[src/shared/sep_pkg.sv]
// sep_pkg: shared constants and types of the scan engine host pin block.
// assumes a single 10 MHz core clock and an apb register port.
package sep_pkg;
    // clock and timing
    localparam int unsigned CLK_PERIOD_NS    = 100;       // core clock period
    localparam int unsigned CLK_HZ           = 10_000_000; // core clock rate
    localparam int unsigned BAUD_RATE        = 9600;      // serial bit rate, bits per second
    localparam int unsigned BIT_CYC          = CLK_HZ / BAUD_RATE; // longest whole count
    localparam int unsigned SLEEP_TIMEOUT_MS = 1000;      // idle time before power-down
    // register byte offsets
    localparam logic [7:0] OFS_CTRL = 8'h00; // control
    localparam logic [7:0] OFS_STAT = 8'h04; // status, read only
    localparam logic [7:0] OFS_TXD  = 8'h08; // transmit byte, write only
    localparam logic [7:0] OFS_RXD  = 8'h0c; // receive byte, read clears valid
    localparam logic [7:0] OFS_BUZ  = 8'h10; // buzzer period and duty
    // status bit positions
    localparam int unsigned ST_DL    = 0; // download mode strap
    localparam int unsigned ST_VBUS  = 1; // bus power present
    localparam int unsigned ST_SLEEP = 2; // powered down
    localparam int unsigned ST_SCAN  = 3; // scan running
    localparam int unsigned ST_RXV   = 4; // receive byte waiting
    localparam int unsigned ST_FULL  = 5; // transmit fifo full
    localparam int unsigned ST_EMPTY = 6; // transmit fifo empty
    localparam int unsigned ST_TRIG  = 7; // trigger held
    // fifo shape
    localparam int unsigned TXF_WIDTH = 8;
    localparam int unsigned TXF_DEPTH = 16;
    // control register layout, top bit first
    typedef struct packed {
        logic [26:0] rsvd;      // reads zero
        logic        buz_en;    // bit 4: buzzer on
        logic        ext_light; // bit 3: external light on
        logic        good_read; // bit 2: good read lamp on
        logic        aim_int;   // bit 1: aim leds during scan
        logic        sleep_en;  // bit 0: power-down mode configured
    } sep_ctrl_s;
    localparam sep_ctrl_s CTRL_RST = '{rsvd: '0, sleep_en: 1'b1, default: 1'b0};
    // buzzer waveform
    typedef struct packed {
        logic [15:0] duty;   // high cycles per period
        logic [15:0] period; // period in cycles minus one
    } sep_buz_s;
    localparam sep_buz_s BUZ_RST = '{duty: 16'h0000, period: 16'h0000};
    // power modes
    typedef enum logic [1:0] {
        PM_SLEEP,
        PM_STANDBY,
        PM_SCAN
    } sep_pwr_e;
endpackage : sep_pkg

[src/logic/sep_fifo.sv]
// sep_fifo: flip-flop fifo with valid/ready on both sides.
// assumes one clock; both sides may act in the same cycle.
`timescale 1ns/1ns
module sep_fifo #(
    parameter int unsigned WIDTH = 8,
    parameter int unsigned DEPTH = 16
) (
    input  wire logic             core_clk_i,
    input  wire logic             rst_n_i,
    input  wire logic             in_valid_i, // producer has a word
    output logic                  in_ready_o, // room for a word
    input  wire logic [WIDTH-1:0] in_data_i,
    output logic                  out_valid_o, // word available
    input  wire logic             out_ready_i, // consumer takes it
    output logic      [WIDTH-1:0] out_data_o
);
    localparam int unsigned AW = $clog2(DEPTH);
    logic [WIDTH-1:0] mem_r [DEPTH]; // storage
    logic [AW:0]      wp_r;          // write pointer with wrap bit
    logic [AW:0]      rp_r;          // read pointer with wrap bit
    logic [AW:0]      wp_nxt;
    logic [AW:0]      rp_nxt;
    logic             push;
    logic             pop;

    // full when pointers differ only in wrap bit
    always_comb begin
        in_ready_o  = (wp_r[AW-1:0] != rp_r[AW-1:0]) || (wp_r[AW] == rp_r[AW]);
        out_valid_o = (wp_r != rp_r);
        out_data_o  = mem_r[rp_r[AW-1:0]];
        push        = in_valid_i && in_ready_o;
        pop         = out_valid_o && out_ready_i;
        wp_nxt      = push ? wp_r + 1'b1 : wp_r;
        rp_nxt      = pop ? rp_r + 1'b1 : rp_r;
    end

    // pointers and storage
    always_ff @(posedge core_clk_i or negedge rst_n_i) begin
        if (!rst_n_i) begin
            wp_r <= '0;
            rp_r <= '0;
        end else begin
            wp_r <= wp_nxt;
            rp_r <= rp_nxt;
            if (push) begin
                mem_r[wp_r[AW-1:0]] <= in_data_i;
            end
        end
    end
endmodule : sep_fifo

[src/logic/sep_host_pins.sv]
// sep_host_pins: host pin logic of the scan engine, apb register port.
// assumes all pins synchronous to core_clk_i and a single apb master.
// Behaviour
// - download strap sampled right after power-up
// - serial bytes out on txd, in on rxd
// - rts requests output while data waits
// - buzzer is pwm with period and duty
// - aim pin drives aim leds in standby; aim_int bit drives them during scan
// - trigger low starts scan, high idles
// - external light output low means on
// - bus power sense readable in status
// - cts high or aim low wakes from power-down
// - auto power-down at boot and after timeout
`timescale 1ns/1ns
module sep_host_pins
    import sep_pkg::*;
#(
    parameter int unsigned SLEEP_CYC = SLEEP_TIMEOUT_MS * (CLK_HZ / 1000) // idle cycles, no overflow
) (
    input  wire logic        core_clk_i,
    input  wire logic        rst_n_i,
    input  wire logic        psel,
    input  wire logic        penable,
    input  wire logic        pwrite,
    input  wire logic [7:0]  paddr,
    input  wire logic [31:0] pwdata,
    output logic      [31:0] prdata,
    output logic             pready,
    output logic             pslverr,
    input  wire logic        download_select_n_i, // strap, low = download
    input  wire logic        rxd_i,               // serial in, idle high
    output logic             txd_o,               // serial out, idle high
    input  wire logic        cts_i,               // host allows output
    output logic             rts_o,               // device wants to output
    output logic             sleep_indicator_o,   // high while down
    output logic             buzzer_o,            // pwm tone
    output logic             good_read_lamp_n_o,  // low = lamp on
    input  wire logic        aim_wake_n_i,        // aim or wake, low active
    output logic             aim_led_o,           // aim leds on
    input  wire logic        scan_trigger_n_i,    // low = scan
    output logic             scan_active_o,       // scan running
    output logic             ext_light_on_n_o,    // low = light on
    input  wire logic        bus_power_sense_i    // usb bus power present
);
    // register port
    sep_ctrl_s   ctrl_r;     // control
    sep_ctrl_s   ctrl_nxt;
    sep_buz_s    buz_r;      // buzzer setting
    sep_buz_s    buz_nxt;
    logic        acc;        // access phase
    logic        hit_ok;     // mapped address
    logic        txf_ready;  // fifo room
    logic        txf_valid;  // fifo has a byte
    logic [7:0]  txf_data;
    logic        tx_go;      // transmitter takes a byte
    logic        tx_push;    // apb write into fifo
    logic        rx_rd;      // software reads rx byte
    logic        rx_done;    // receiver finished a byte
    logic [7:0]  rx_data_r;  // last received byte
    logic [7:0]  rx_data_nxt;
    logic        rx_v_r;     // received byte waiting
    logic        rx_v_nxt;
    logic        dl_r;       // download mode latched
    logic        dl_nxt;
    logic        boot_r;     // first cycle after reset
    sep_pwr_e    pm_r;       // power mode
    sep_pwr_e    pm_nxt;
    logic [31:0] idle_r;     // idle counter
    logic [31:0] idle_nxt;
    // serial state, declared early: power modes and register writes read it
    logic        tx_busy_r;  // frame in flight
    logic        tx_busy_nxt;
    logic [9:0]  tx_sh_r;    // stop, data, start; lsb first
    logic [9:0]  tx_sh_nxt;
    logic [3:0]  tx_bit_r;   // bits left
    logic [3:0]  tx_bit_nxt;
    logic [15:0] tx_cnt_r;   // baud counter
    logic [15:0] tx_cnt_nxt;
    logic        rx_busy_r;  // frame being sampled
    logic        rx_busy_nxt;
    logic [7:0]  rx_shift_r; // assembled byte
    logic [7:0]  rx_shift_nxt;
    logic [3:0]  rx_bit_r;   // samples left
    logic [3:0]  rx_bit_nxt;
    logic [15:0] rx_cnt_r;   // baud counter
    logic [15:0] rx_cnt_nxt;

    // address decode and pready; a full fifo stalls the write
    always_comb begin
        acc    = psel && penable;
        hit_ok = 1'b0;
        if (paddr == OFS_CTRL) begin
            hit_ok = 1'b1;
        end else if (paddr == OFS_STAT) begin
            hit_ok = 1'b1;
        end else if (paddr == OFS_TXD) begin
            hit_ok = 1'b1;
        end else if (paddr == OFS_RXD) begin
            hit_ok = 1'b1;
        end else if (paddr == OFS_BUZ) begin
            hit_ok = 1'b1;
        end
        pready  = !(pwrite && paddr == OFS_TXD && !txf_ready); // back-pressure
        pslverr = acc && !hit_ok;
        tx_push = acc && pwrite && paddr == OFS_TXD;
        rx_rd   = acc && pready && !pwrite && paddr == OFS_RXD;
    end

    // read mux, unmapped reads zero
    always_comb begin
        prdata = 32'h0000_0000;
        if (paddr == OFS_CTRL) begin
            prdata = ctrl_r;
        end else if (paddr == OFS_STAT) begin
            prdata[ST_DL]    = dl_r;
            prdata[ST_VBUS]  = bus_power_sense_i;
            prdata[ST_SLEEP] = (pm_r == PM_SLEEP);
            prdata[ST_SCAN]  = (pm_r == PM_SCAN);
            prdata[ST_RXV]   = rx_v_r;
            prdata[ST_FULL]  = !txf_ready;
            prdata[ST_EMPTY] = !txf_valid;
            prdata[ST_TRIG]  = !scan_trigger_n_i;
        end else if (paddr == OFS_RXD) begin
            prdata[7:0] = rx_data_r;
        end else if (paddr == OFS_BUZ) begin
            prdata = buz_r;
        end
    end

    // register writes and receive flag; a new byte wins over the read clear
    always_comb begin
        ctrl_nxt    = ctrl_r;
        buz_nxt     = buz_r;
        rx_v_nxt    = rx_v_r;
        rx_data_nxt = rx_data_r;
        if (acc && pwrite && paddr == OFS_CTRL) begin
            ctrl_nxt      = pwdata;
            ctrl_nxt.rsvd = '0;
        end else if (acc && pwrite && paddr == OFS_BUZ) begin
            buz_nxt = pwdata;
        end
        if (rx_rd) begin
            rx_v_nxt = 1'b0;
        end
        if (rx_done) begin
            rx_v_nxt    = 1'b1;
            rx_data_nxt = rx_shift_r;
        end
    end

    always_ff @(posedge core_clk_i or negedge rst_n_i) begin
        if (!rst_n_i) begin
            ctrl_r    <= CTRL_RST;
            buz_r     <= BUZ_RST;
            rx_v_r    <= 1'b0;
            rx_data_r <= 8'h00;
        end else begin
            ctrl_r    <= ctrl_nxt;
            buz_r     <= buz_nxt;
            rx_v_r    <= rx_v_nxt;
            rx_data_r <= rx_data_nxt;
        end
    end

    // transmit buffer; the uart drains it only while cts allows
    sep_fifo #(.WIDTH(TXF_WIDTH), .DEPTH(TXF_DEPTH)) u_txf (
        .core_clk_i  (core_clk_i),
        .rst_n_i     (rst_n_i),
        .in_valid_i  (tx_push),
        .in_ready_o  (txf_ready),
        .in_data_i   (pwdata[7:0]),
        .out_valid_o (txf_valid),
        .out_ready_i (tx_go),
        .out_data_o  (txf_data)
    );

    // power modes
    // strap caught on the first clock after release, never in reset
    always_comb begin
        dl_nxt   = boot_r ? !download_select_n_i : dl_r;
        pm_nxt   = pm_r;
        idle_nxt = 32'h0000_0000;
        case (pm_r)
            PM_SLEEP: begin
                if (cts_i || !aim_wake_n_i) begin
                    pm_nxt = PM_STANDBY;
                end
            end
            PM_STANDBY: begin
                if (boot_r && ctrl_r.sleep_en) begin
                    pm_nxt = PM_SLEEP;
                end else if (!scan_trigger_n_i) begin
                    pm_nxt = PM_SCAN;
                end else if (cts_i || !aim_wake_n_i || !rxd_i || txf_valid || tx_busy_r) begin
                    idle_nxt = 32'h0000_0000; // activity restarts the wait
                end else if (ctrl_r.sleep_en && idle_r >= SLEEP_CYC - 1) begin
                    pm_nxt = PM_SLEEP;
                end else begin
                    idle_nxt = idle_r + 1'b1;
                end
            end
            default: begin
                if (scan_trigger_n_i) begin
                    pm_nxt = PM_STANDBY;
                end
            end
        endcase
    end

    always_ff @(posedge core_clk_i or negedge rst_n_i) begin
        if (!rst_n_i) begin
            boot_r <= 1'b1;
            dl_r   <= 1'b0;
            pm_r   <= PM_STANDBY;
            idle_r <= 32'h0000_0000;
        end else begin
            boot_r <= 1'b0;
            dl_r   <= dl_nxt;
            pm_r   <= pm_nxt;
            idle_r <= idle_nxt;
        end
    end

    // serial transmit

    // a byte leaves only with cts high at the start bit
    always_comb begin
        tx_go       = !tx_busy_r && txf_valid && cts_i;
        tx_busy_nxt = tx_busy_r;
        tx_sh_nxt   = tx_sh_r;
        tx_bit_nxt  = tx_bit_r;
        tx_cnt_nxt  = tx_cnt_r;
        if (tx_go) begin
            tx_busy_nxt = 1'b1;
            tx_sh_nxt   = {1'b1, txf_data, 1'b0};
            tx_bit_nxt  = 4'ha;
            tx_cnt_nxt  = 16'(BIT_CYC - 1);
        end else if (tx_busy_r && tx_cnt_r != 16'h0000) begin
            tx_cnt_nxt = tx_cnt_r - 1'b1;
        end else if (tx_busy_r) begin
            tx_sh_nxt   = {1'b1, tx_sh_r[9:1]};
            tx_bit_nxt  = tx_bit_r - 1'b1;
            tx_cnt_nxt  = 16'(BIT_CYC - 1);
            tx_busy_nxt = (tx_bit_r != 4'h1);
        end
    end

    always_ff @(posedge core_clk_i or negedge rst_n_i) begin
        if (!rst_n_i) begin
            tx_busy_r <= 1'b0;
            tx_sh_r   <= 10'h3ff;
            tx_bit_r  <= 4'h0;
            tx_cnt_r  <= 16'h0000;
        end else begin
            tx_busy_r <= tx_busy_nxt;
            tx_sh_r   <= tx_sh_nxt;
            tx_bit_r  <= tx_bit_nxt;
            tx_cnt_r  <= tx_cnt_nxt;
        end
    end

    // serial receive

    // half a bit to the start bit centre, then one bit per sample
    always_comb begin
        rx_busy_nxt  = rx_busy_r;
        rx_shift_nxt = rx_shift_r;
        rx_bit_nxt   = rx_bit_r;
        rx_cnt_nxt   = rx_cnt_r;
        rx_done      = 1'b0;
        if (!rx_busy_r && !rxd_i) begin
            rx_busy_nxt = 1'b1;
            rx_bit_nxt  = 4'h9;
            rx_cnt_nxt  = 16'(BIT_CYC / 2);
        end else if (rx_busy_r && rx_cnt_r != 16'h0000) begin
            rx_cnt_nxt = rx_cnt_r - 1'b1;
        end else if (rx_busy_r) begin
            rx_cnt_nxt = 16'(BIT_CYC - 1);
            rx_bit_nxt = rx_bit_r - 1'b1;
            if (rx_bit_r == 4'h9 && rxd_i) begin
                rx_busy_nxt = 1'b0; // glitch, not a start bit
            end else if (rx_bit_r == 4'h0) begin
                rx_busy_nxt = 1'b0;
                rx_done     = rxd_i; // bad stop bit drops the byte
            end else if (rx_bit_r != 4'h9) begin
                rx_shift_nxt = {rxd_i, rx_shift_r[7:1]};
            end
        end
    end

    always_ff @(posedge core_clk_i or negedge rst_n_i) begin
        if (!rst_n_i) begin
            rx_busy_r  <= 1'b0;
            rx_shift_r <= 8'h00;
            rx_bit_r   <= 4'h0;
            rx_cnt_r   <= 16'h0000;
        end else begin
            rx_busy_r  <= rx_busy_nxt;
            rx_shift_r <= rx_shift_nxt;
            rx_bit_r   <= rx_bit_nxt;
            rx_cnt_r   <= rx_cnt_nxt;
        end
    end

    // buzzer
    logic [15:0] buz_cnt_r;  // position in period
    logic [15:0] buz_cnt_nxt;
    logic        tone_r;     // registered tone
    logic        tone_nxt;

    // duty beyond period gives a steady level
    always_comb begin
        buz_cnt_nxt = (buz_cnt_r >= buz_r.period) ? 16'h0000 : buz_cnt_r + 1'b1;
        tone_nxt    = ctrl_r.buz_en && pm_r != PM_SLEEP && buz_cnt_r < buz_r.duty;
    end

    always_ff @(posedge core_clk_i or negedge rst_n_i) begin
        if (!rst_n_i) begin
            buz_cnt_r <= 16'h0000;
            tone_r    <= 1'b0;
        end else begin
            buz_cnt_r <= buz_cnt_nxt;
            tone_r    <= tone_nxt;
        end
    end

    // pin outputs
    // lamps go dark while down to save current
    always_comb begin
        txd_o              = tx_sh_r[0];
        rts_o              = txf_valid || tx_busy_r;
        buzzer_o           = tone_r;
        sleep_indicator_o  = (pm_r == PM_SLEEP);
        scan_active_o      = (pm_r == PM_SCAN);
        good_read_lamp_n_o = !(ctrl_r.good_read && pm_r != PM_SLEEP);
        ext_light_on_n_o   = !(ctrl_r.ext_light && pm_r != PM_SLEEP);
        aim_led_o          = 1'b0;
        if (pm_r == PM_SCAN) begin
            aim_led_o = ctrl_r.aim_int;
        end else if (pm_r == PM_STANDBY) begin
            aim_led_o = !aim_wake_n_i;
        end
    end
endmodule : sep_host_pins

[config.mk]
export PLATFORM = sky130hd
export DESIGN_NAME = sep_host_pins
export DESIGN_NICKNAME = d
export VERILOG_FILES = /design/src/shared/sep_pkg.sv /design/src/logic/sep_fifo.sv /design/src/logic/sep_host_pins.sv
export SDC_FILE = /design/constraint.sdc
export NUM_CORES = 1
export LEC_CHECK = 0
export ABC_AREA = 0
export BUFFER_PORTS_ARGS = -buffer_cell sky130_fd_sc_hd__buf_2
export CORE_UTILIZATION = 27
export DETAILED_ROUTE_END_ITERATION = 7
export PLACE_DENSITY_LB_ADDON = 0.3
export SYNTH_ARGS = -nofsm -noshare
export SYNTH_HDL_FRONTEND = slang
export SYNTH_SLANG_ARGS = --single-unit
[constraint.sdc]
create_clock -name core_clk_i -period 3.1 [get_ports core_clk_i]
set_input_delay 0.465 -clock core_clk_i [delete_from_list [all_inputs] [get_ports core_clk_i]]
set_output_delay 0.465 -clock core_clk_i [all_outputs]
set_load 0.02 [all_outputs]
==> summary.md, run 1 <==
| Metric | Value |
|---|---|
| Outcome | `completed` |
| Synth-to-Final Area Change | `19.4%` |
| Syn_nets | `1253` |
| GP Congestion | `0.791` |
| Crit-path max FO | `5` |
| Critical Path AT | `between 2 and 3 ns` |
| WP buf/inv | `3` |
| Detailed Place HPWL | `24100 µm` |
| CTS Hold Bufs | `0` |
| Total Routing Usage GR | `13.6%` |
| Min Tclk post-route | `around 3.0 ns` |
| Mean area per synthesized cell | `11.9 µm²` |
| Post-CTS setup buffers | `0` |
| Clock network fraction of design power | `47.9%` |
| Most frequent cells in the layout | `155 x dfrtp_1, 128 x edfxtp_1, 116 x nor2_1` |
| Period utilization | `between 90% and 100%` |
| Slew margin rel. | `around 28%` |
| HP Start | `pwdata[17]` |
| WHS | `0.162 ns` |
| Critical path's top delay family | `simple AND/OR/NAND/NOR gates` |
| Worst Path Class, Setup | `in -> out` |
| R2R Path Start | `rx_cnt_r[10]` |
| First-pass detailed-route iteration total | `4` |
| Synth Area in XOR/XNOR | `4.34%` |
| IO buf count | `92` |
| Routed len/inst | `17.4 µm` |
| Critical Path Sink Type | `output pin` |
| Initial antenna violation count | `2` |
| H-tree depth | `2` |
| Compound-gate portion of the synthesized area | `8.71%` |
| Clock Skew | `0.0146 ns` |
| Power Density | `~520 nW/µm²` |
| Initial Utilization | `27.4%` |
| Fraction of layout cells with a size suffix above 1 | `a little over a fifth` |
| Setup TNS | `0 ns` |
| Post-layout nets | `1380` |
| Net Sw Frac | `a little over a fifth` |
| Adder-cell share of the synthesized area | `4.28%` |
| Synth Flop Type | `dfrtp_1` |
| Die Height | `228 µm` |
| EDFF count, synth | `128` |
| Synth warn | `0` |
| Comb power frac | `approximately 3.6%` |
| Vias | `9270` |
| Psw | `1.87 mW` |
| RSZ-0062 raised after global routing | `no` |
| Critical path's most frequent cell | `buf_2` |
| Clk Latency, worst-skew pair | `a little over 0.5 ns` |
| Die area | `51800 µm²` |
| Chip width | `228 µm` |
| Row Count | `82` |
| Slew @ Worst Pin | `roughly 1.1 ns` |
| Mux contribution to synthesized area | `7.46%` |
| Largest net degree at the start of global routing | `169` |
| Fmax | `334 MHz` |
| Register area share after synthesis | `58.7%` |
| Critical path cell sequence | `buf_2, or4_1, nor3_4, nand2_1, nor2_1, buf_4, a22oi_1, a31oi_1, buf_2` |
| FILL cells | `5028` |
| Initial DRC Count | `558` |
| Final hold vios | `0` |
| Cells after Synth | `roughly 1.2k` |
| Crit path max-delay cell type | `or4_1` |
| DRC | `0` |
| Critical Path Source | `paddr[1]` |
| Antenna violation net count after detailed routing | `0` |
| Grt ovf | `0` |
| Diode count | `0` |
| Via density | `4.68` |
| Main combinational cell family by area after synthesis | `simple AND/OR/NAND/NOR gates` |
| Hold Path Class | `in -> reg` |
| Cell variety after synth | `57` |
| Core Region | `50200 µm²` |
| Number of sinks on the clock net | `296` |
| First-pass GRT wire length | `53900 µm` |
| Max-Cap Viols | `0` |
| Longest Clk Path Bufs | `3` |
| Data required time at the worst endpoint | `approximately 2.6 ns` |
| Final setup vio count | `0` |
| VDD IR max | `0.376 mV` |
| CTS Buf Count | `35` |
| Internal | `between 6 and 7 mW` |
| Reg power frac | `48.5%` |
| CTS tree | `built` |
| Async SR Flop Fraction | `56.8%` |
| FF+latch count, synth | `296` |
| Max stage delay on crit path | `0.61 ns` |
| Post-CTS sizing | `0` |
| Setup crit start kind | `input pin` |
| Leakage power | `6.61 nW` |
| Clk slew on worst S/H paths | `approximately 0.06 ns` |
| Most common cell after layout, fill and taps aside | `dfrtp_1` |
| Root buf cell | `clkbuf_16` |
| Core Util, Final | `32.7%` |
| Cell Area, Synth | `about 14000 µm²` |
| Vias in the first global route | `9087` |
| Slew Limit Fails | `0` |
| WL final | `34500 µm` |
| Simple-Gate Fraction of Synth Area | `13.6%` |
| IO Count | `93` |
## worst reg2reg max path: cells and delay by family (launching register included)
kind,cells,cell delay (ns)
flops,1,0.41
mux,1,0.37
simple gates,4,1.66
## registers in the layout (all words and copies together) (netlist names), 8 cells and up
signal       flops
tx_sh_r          9
rx_shift_r       8
tx_cnt_r        16
buz_cnt_r       16
rx_cnt_r        16
buz_r           32
rx_data_r        8
idle_r          32
u_txf.mem_r    128
## through the flow
| stage | area [µm²] | power, mW | std cells | setup WS, ns |
|---|---|---|---|---|
| 2_1_floorplan | 13700 | 4.34 | 1155 | 0.127 |
| 3_3_place_gp | 15200 | 4.56 | 1917 | 0.0110 |
| 3_5_place_dp | 15200 | 4.56 | 1917 | 0.0125 |
| 4_1_cts | 16400 | 8.72 | 1980 | 0.0955 |
| 5_1_grt | 16400 | 8.91 | 1980 | 0.0244 |
| 6_report | 16400 | 8.60 | 1980 | 0.107 |
## logic make-up (layout without fill, tap and decap cells)
family,count (synthesis),count (layout)
simple gates,384,384
flops,296,296
compound gates,197,197
buf+inv,104,257
xor+xnor,68,68
mux,58,58
fa+ha+maj,47,47
other cells,1,1
## cells in the mapped netlist, types with 5 or more instances
cell type / number / area share, %
a31oi_1: 5 / 0.23
o31ai_1: 9 / 0.49
inv_1: 58 / 1.6
and4_1: 5 / 0.32
a21o_1: 13 / 0.71
dfrtp_1: 156 / 28
a21oi_1: 32 / 1.2
nor3_1: 21 / 0.77
a22oi_1: 8 / 0.44
xor2_1: 35 / 2.2
mux4_2: 33 / 5.4
ha_1: 47 / 4.3
nand2b_1: 10 / 0.46
xnor2_1: 33 / 2.1
a22o_1: 8 / 0.51
o21ai_0: 82 / 3.0
edfxtp_1: 128 / 28
nor4_1: 30 / 1.4
nor2_1: 117 / 3.2
mux2_2: 25 / 2.0
nand3_1: 34 / 1.2
nor2b_1: 7 / 0.32
o22ai_1: 17 / 0.77
clkbuf_1: 40 / 1.1
nand2_1: 103 / 2.8
dfstp_2: 12 / 2.3
and3_1: 14 / 0.64
nand4_1: 20 / 0.91
## layer usage
| layer | GRT usage (%) | part of all wire (%) |
|---|---|---|
| met5 | 0 | 0 |
| met4 | 3.25 | 1.7 |
| met3 | 2.52 | 4.6 |
| met2 | 20.8 | 45 |
| met1 | 19.7 | 49 |
## power by group through the flow
| stage | Combinational (mW) | Clock (mW) | Sequential [mW] |
|---|---|---|---|
| final | 0.311 | 4.12 | 4.17 |
| after global routing | 0.346 | 4.39 | 4.17 |
| after CTS | 0.320 | 4.23 | 4.17 |
| after detailed placement | 0.318 | 0 | 4.24 |
| after global placement | 0.317 | 0 | 4.24 |
| after floorplan | 0.110 | 0 | 4.23 |
## cell type report
cell class	count	area, µm²	area share (%)
multi-input cells	755	5300	32.3
well taps	672	841	5.13
repair buffers	136	822	5.01
inverters	58	218	1.33
clock inverters	19	200	1.22
clock buffers	44	952	5.81
flip-flops and latches	296	8060	49.2
## path summary, 6_finish.rpt
check / to / slack, ns / cells after the start
hold / removal: buz_r[17] / 0.16 / 3
min in group asynchronous: buz_r[6] / 0.20 / 2
max in group asynchronous: u_txf.rp_r[0] / 2.25 / 2
hold reg to reg: idle_r[0] / 0.46 / 1
setup reg to reg: rx_shift_r[7] / 0.54 / 5
setup / recovery: prdata[3] / 0.11 / 9
(Power assumes the default switching activity.)
==> run 2: changes to the inputs <==
--- a/config.mk
+++ b/config.mk
@@ -7,6 +7,7 @@
 export LEC_CHECK = 0
 export ABC_AREA = 0
 export BUFFER_PORTS_ARGS = -buffer_cell sky130_fd_sc_hd__buf_2
+export CORE_ASPECT_RATIO = 1.2
 export CORE_UTILIZATION = 27
 export DETAILED_ROUTE_END_ITERATION = 7
 export PLACE_DENSITY_LB_ADDON = 0.3
==> summary.md, run 2 (synthesis results as in run 1) <==
| Metric | Value |
|---|---|
| Setup WS pre-CTS | `0.0945 ns (+0.0820 ns)` |
| Comb power frac | `3.3% (-0.3 points)` |
| Slew @ Worst Pin | `0.978 ns (-0.0969 ns)` |
| Die area | `51800 µm² (about the same)` |
| Internal | `6.89 mW (+2.4%)` |
| M2 GR Usage | `23.0% (+2.2 points)` |
| Non-Filler Instances | `1950 (-1.5%)` |
| Vias | `9357 (+0.94%)` |
| Psw | `1.92 mW (+3.0%)` |
| GRT Max-Usage Layer | `met2` |
| Met3 Track Usage GR | `2.52% (+0.0047 points)` |
| Setup crit start kind | `input pin` |
| FILL cells | `4999 (-0.58%)` |
| Die Height | `249 µm (+9.5%)` |
| Core Region | `50200 µm² (+0.10%)` |
| IO buf count | `92 (unchanged)` |
| DRC | `0 (unchanged)` |
| IO Count | `93 (unchanged)` |
| Synth-to-Final Area Change | `19.4% (about the same)` |
| Min Tclk post-route | `2.96 ns (-0.0309 ns)` |
| Longest Clk Path Bufs | `3 (unchanged)` |
| Clock network fraction of design power | `49.4% (+1.5 points)` |
| Crit path max-delay cell type | `or4_1` |
| Diode count | `0 (unchanged)` |
| Post-layout nets | `1378 (-0.14%)` |
| Final setup vio count | `0 (unchanged)` |
| Initial DRC Count | `470 (-16%)` |
| H-tree depth | `2 (unchanged)` |
| Critical Path Sink Type | `output pin` |
| Initial antenna violation count | `0 (-2)` |
| Clock Skew | `0.0193 ns (+0.00472 ns)` |
| Net Sw Frac | `21.8% (+0.11 points)` |
| VDD IR max | `0.338 mV (-10%)` |
| First-pass GRT wire length | `54600 µm (+1.4%)` |
| Largest net degree at the start of global routing | `131 (-22%)` |
| Period utilization | `95.5% (-1.0 points)` |
| WHS | `0.141 ns (-0.0204 ns)` |
| Vias in the first global route | `9391 (+3.3%)` |
| First-pass detailed-route iteration total | `4 (unchanged)` |
| Max reg flops | `128 (unchanged)` |
| Slew Limit Fails | `0 (unchanged)` |
| GP Congestion | `0.806 (+1.8%)` |
| Sequential Area | `8060 µm² (unchanged)` |
| Crit-path max FO | `5 (unchanged)` |
| Critical path cell sequence | `buf_2, or4_1, nor3_4, nand2_1, nor2_1, buf_4, a22oi_1, a31oi_1, buf_2` |
| Pwr Total | `8.81 mW (+2.5%)` |
| Grt ovf | `0 (unchanged)` |
| Routed len/inst | `17.8 µm (+1.9%)` |
| Data required time at the worst endpoint | `2.63 ns (about the same)` |
| Worst Path Class, Setup | `in -> out` |
| Most frequent cells in the layout | `155 x dfrtp_1, 128 x edfxtp_1, 117 x nor2_1` |
| Fraction of layout cells with a size suffix above 1 | `20.8% (-0.20 points)` |
| Antenna violation net count after detailed routing | `0 (unchanged)` |
| Number of sinks on the clock net | `296 (unchanged)` |
| GRT met1 Usage | `16.9% (-2.8 points)` |
| Hold Path Class | `in -> reg` |
| Outcome | `completed` |
| Initial Utilization | `27.3% (-0.029 points)` |
| Slew margin rel. | `34.7% (+6.5 points)` |
| Max stage delay on crit path | `0.61 ns (about the same)` |
| Chip width | `208 µm (-8.6%)` |
| CTS tree | `built` |
| Max-Cap Viols | `0 (unchanged)` |
| Via density | `4.80 (+2.5%)` |
| Multi-input logic area | `5290 µm² (-0.17%)` |
| Critical path's most frequent cell | `buf_2` |
| RSZ-0062 raised after global routing | `no` |
| Final hold vios | `0 (unchanged)` |
| Root buf cell | `clkbuf_16` |
| Most common cell after layout, fill and taps aside | `dfrtp_1` |
| Critical Path AT | `2.50 ns (-0.03 ns)` |
| Setup TNS | `0 ns (unchanged)` |
| Leakage power | `6.63 nW (+0.30%)` |
| Min setup slack post-route | `0.138 ns (+0.0309 ns)` |
| Clk slew on worst S/H paths | `0.06 ns (about the same)` |
| Clk Latency, worst-skew pair | `0.54 ns (+0.03 ns)` |
| CTS Buf Count | `35 (unchanged)` |
| Post-CTS sizing | `0 (unchanged)` |
| # placed instances | `1886 (-1.6%)` |
| Detailed Place HPWL | `24100 µm (-0.21%)` |
| WL final | `34700 µm (+0.31%)` |
| Total Routing Usage GR | `13.6% (-0.024 points)` |
| Power Density | `537 nW/µm² (+2.4%)` |
| Row Count | `90 (+9.8%)` |
| Reg power frac | `47.3% (-1.2 points)` |
| Fmax | `338 MHz (+1.0%)` |
[run 2: cell type report]
type | count | share of cell area [%]
Sequential cell | 296 | 49.2
Multi-Input combinational cell | 755 | 32.2
Clock buffer | 50 | 6.32
Timing Repair Buffer | 134 | 4.93
Tap cell | 644 | 4.91
Inverter | 58 | 1.33
Clock inverter | 13 | 1.11
[run 2: timing repair]
item	in CTS	in global routing
hold endpoints to repair	29	0
hold buffers	1	0
buffers inserted	0	0
[run 2: metrics by stage]
step / utilization (%) / instance area, µm²
4_1_cts: 32.7 / 16400
6_report: 32.7 / 16400
3_3_place_gp: 30.2 / 15200
5_1_grt: 32.7 / 16400
3_5_place_dp: 30.2 / 15200
2_1_floorplan: - / 13700
[run 2: final timing paths]
kind | start | end | slack (ns) | cells past startpoint
max | paddr[5] | prdata[3] | 0.14 | 9
min | pwdata[25] | buz_r[25] | 0.14 | 3
max reg2reg | rx_cnt_r[10] | rx_shift_r[0] | 0.51 | 5
min reg2reg | tx_sh_r[8] | tx_sh_r[8] | 0.48 | 2
max in group asynchronous | rst_n_i | idle_r[29] | 1.52 | 3
min in group asynchronous | rst_n_i | tx_cnt_r[8] | 0.40 | 2
[run 2: metal layers]
metal | up-vias | part of all wire (%) | wire length, µm
li1 | 4438 | - | -
met1 | 4649 | 42 | 14700
met2 | 219 | 50 | 17200
met3 | 51 | 4.8 | 1670
met4 | 0 | 2.9 | 1020
met5 | - | 0 | 0
[run 2: worst max-delay path, delay by kind of cell]
family	cells	cell delay (ns)
AND/OR/NAND/NOR	4	1.16
AO/OA/AOI/OAI	2	0.35
buffers and inverters	3	0.51
[run 2: power groups by stage]
stage / logic (mW) / registers, mW / clock network [mW]
final: 0.288 / 4.17 / 4.35
after global routing: 0.320 / 4.17 / 4.62
after CTS: 0.298 / 4.17 / 4.47
after detailed placement: 0.296 / 4.25 / 0
after global placement: 0.292 / 4.25 / 0
after floorplan: 0.110 / 4.23 / 0
==> run 3: changes to the inputs <==
--- a/config.mk
+++ b/config.mk
@@ -5,7 +5,7 @@
 export SDC_FILE = /design/constraint.sdc
 export NUM_CORES = 1
 export LEC_CHECK = 0
-export ABC_AREA = 0
+export ABC_AREA = 1
 export BUFFER_PORTS_ARGS = -buffer_cell sky130_fd_sc_hd__buf_2
 export CORE_ASPECT_RATIO = 1.2
 export CORE_UTILIZATION = 27
==> summary.md, run 3 <==
| Metric | Value |
|---|---|
| Register area share after synthesis | `54.6% (-4.1 points)` |
| Longest Clk Path Bufs | `3 (unchanged)` |
| Fraction of layout cells with a size suffix above 1 | `14.3% (-6.5 points)` |
| FILL cells | `5563 (+11%)` |
| Core Util, Final | `31.8% (-0.83 points)` |
| Clk slew on worst S/H paths | `0.06 ns (about the same)` |
| Commonest cells post-synth | `287 x nor2_1, 232 x nand2_1, 182 x inv_1, 156 x dfrtp_1, 129 x o21ai_0` |
| Largest net degree at the start of global routing | `150 (+15%)` |
| Max-Cap Viols | `0 (unchanged)` |
| FF+latch count, synth | `296 (unchanged)` |
| Cells after Synth | `1599 (+38%)` |
| Data required time at the worst endpoint | `2.63 ns (about the same)` |
| Hold Path Class | `in -> reg` |
| Area share of the largest cell type after synthesis | `26.4% (-2.0 points)` |
| Post-layout nets | `1800 (+31%)` |
| Crit-path max FO | `25 (+20)` |
| Initial antenna violation count | `1 (+1)` |
| Async SR Flop Fraction | `56.8% (unchanged)` |
| Setup TNS | `0 ns (unchanged)` |
| Clk Latency, worst-skew pair | `0.59 ns (+0.05 ns)` |
| Cell Area, Synth | `14800 µm² (+7.5%)` |
| Setup WS pre-CTS | `0.400 ns (+0.306 ns)` |
| First-pass detailed-route iteration total | `5 (+1)` |
| CTS tree | `built` |
| Die area | `55600 µm² (+7.4%)` |
| Chip width | `215 µm (+3.7%)` |
| Row Count | `93 (+3.3%)` |
| Most common cell after layout, fill and taps aside | `nor2_1` |
| H-tree depth | `1 (-1)` |
| Period utilization | `85.7% (-9.8 points)` |
| Slew margin rel. | `42.8% (+8.1 points)` |
| Syn_nets | `1697 (+35%)` |
| Clock Skew | `0.0261 ns (+0.00679 ns)` |
| Fmax | `376 MHz (+11%)` |
| Grt ovf | `0 (unchanged)` |
| Slew @ Worst Pin | `0.858 ns (-0.120 ns)` |
| Count leader, synth | `nor2_1` |
| Setup crit start kind | `flip-flop` |
| Synth warn | `0 (unchanged)` |
| Initial DRC Count | `828 (+76%)` |
| Synth Flop Type | `dfrtp_1` |
| Vias in the first global route | `11.3k (+20%)` |
| Number of sinks on the clock net | `296 (unchanged)` |
| Final setup vio count | `0 (unchanged)` |
| Detailed Place HPWL | `26400 µm (+9.5%)` |
| Critical Path AT | `2.19 ns (-0.31 ns)` |
| IO Count | `93 (unchanged)` |
| GP Congestion | `0.866 (+7.5%)` |
| Initial Utilization | `27.4% (+0.062 points)` |
| Area leader, netlist | `dfrtp_1` |
| Via density | `4.63 (-3.5%)` |
| Vias | `11.3k (+21%)` |
| Diode count | `0 (unchanged)` |
| Critical Path Sink Type | `output pin` |
| Leakage power | `7.44 nW (+12%)` |
| Post-CTS sizing | `0 (unchanged)` |
| Ranking of synthesized cells by area | `dfrtp_1 26%, edfxtp_1 26%, nor2_1 7.3%, nand2_1 5.9%, inv_1 4.6%` |
| WHS | `0.125 ns (-0.0162 ns)` |
| Worst Path Class, Setup | `reg -> out` |
| WL final | `37100 µm (+7.1%)` |
| Power Density | `493 nW/µm² (-8.3%)` |
| Synth-to-Final Area Change | `16.1%` |
| Slew Limit Fails | `0 (unchanged)` |
| DRC | `0 (unchanged)` |
| Min Tclk post-route | `2.66 ns (-0.305 ns)` |
| Total Routing Usage GR | `13.4% (-0.18 points)` |
| IO buf count | `92 (unchanged)` |
| Min setup slack post-route | `0.443 ns (+0.305 ns)` |
| First-pass GRT wire length | `60100 µm (+10%)` |
| Cell variety after synth | `55 (-3.5%)` |
| Routed len/inst | `15.2 µm (-14%)` |
| Antenna violation net count after detailed routing | `0 (unchanged)` |
| VDD IR max | `0.416 mV (+23%)` |
| Most frequent cells in the layout | `287 x nor2_1, 231 x nand2_1, 182 x inv_1` |
| Core Region | `53900 µm² (+7.3%)` |
| Max reg flops | `128 (unchanged)` |
| RSZ-0062 raised after global routing | `no` |
| Mean area per synthesized cell | `9.24 µm² (-22%)` |
| EDFF count, synth | `128 (unchanged)` |
| Root buf cell | `clkbuf_16` |
| Die Height | `258 µm (+3.7%)` |
| CTS Buf Count | `30 (-14%)` |
| Outcome | `completed` |
| Final hold vios | `0 (unchanged)` |
## run 3: cell count changes in the layout (fill, tap and decap cells not counted), moves of 16 or more
cell,delta
nor2_1,+170
nand2_1,+128
inv_1,+124
o21ai_0,+47
mux4_2,-33
a21oi_1,+31
nand3_1,+29
xnor2_1,-27
mux2_2,-25
nor4_1,-23
buf_4,-20
nor3_1,+16
o21ai_2,+16
## run 3: timing repair
action / 4_1_cts / 5_1_grt
hold endpoints to repair: 19 / 0
buffers inserted: 0 / 0
endpoints found under the setup margin: 0 / 0
hold buffers: 1 / 0
## run 3: cells by family (layout without fill, tap and decap cells)
family                     after synthesis  count (layout)  share of synthesized area, %
AOI/OAI and AO/OA                      282             282                          11.2
xor gates and xnor gates                43              43                          2.55
and+or+nand+nor                        699             699                          21.2
other                                    1               1                        0.0254
DFF                                    296             296                          54.6
buffers and inverters                  231             358                          6.45
adders and majority gates               47              47                          3.98
## run 3: cell type report
class / instances / area, µm² / share of cell area [%]
Sequential cell: 296 / 8060 / 47.0
Multi-Input combinational cell: 1072 / 5760 / 33.6
Tap cell: 712 / 891 / 5.19
Clock buffer: 33 / 803 / 4.68
Inverter: 189 / 712 / 4.15
Timing Repair Buffer: 113 / 639 / 3.73
Clock inverter: 23 / 288 / 1.68
## run 3: worst max-delay path: stages, from the launching register on
cell and delay (ns):
dfrtp_1 0.42, inv_4 0.21, nand2_1 0.10, nand2_2 0.09, nor2_4 0.05, nand2_2 0.11, inv_2 0.04, nand2_2 0.09
inv_1 0.07, o21ai_0 0.21, inv_1 0.06, buf_2 0.16
## run 3: per-layer routing
layer / global-route usage (%) / vias up / part of all wire (%)
li1: - / 5552 / -
met1: 17.1 / 5407 / 44
met2: 23.4 / 258 / 49
met3: 1.44 / 67 / 4.7
met4: 4.71 / 0 / 2.8
met5: 0 / - / 0
## run 3: per-stage QoR
step	cells	total power, mW	cell area [µm²]
6_report	2438	8.45	17200
5_1_grt	2438	8.74	17200
4_1_cts	2438	8.57	17200
3_5_place_dp	2381	4.60	16100
3_3_place_gp	2381	4.60	16100
2_1_floorplan	1599	4.40	14800
## run 3: report_power, final
part / internal, mW / switching (mW) / total (mW)
Sequential: 4.13 / 0.0255 / 4.16
Clock: 2.31 / 1.62 / 3.93
Combinational: 0.0978 / 0.264 / 0.362
Total: 6.54 / 1.91 / 8.45
## run 3: worst paths after layout
path	cells after the start	slack, ns	startpoint	to
hold / removal	2	0.13	download_select_n_i	dl_r
min in group asynchronous	2	0.34	rst_n_i	rx_data_r[3]
max in group asynchronous	3	1.62	rst_n_i	idle_r[0]
hold reg to reg	2	0.46	tx_sh_r[0]	tx_sh_r[0]
setup reg to reg	11	0.63	u_txf.rp_r[1]	u_txf.mem_r[13][6]
setup / recovery	11	0.44	u_txf.rp_r[1]	prdata[5]
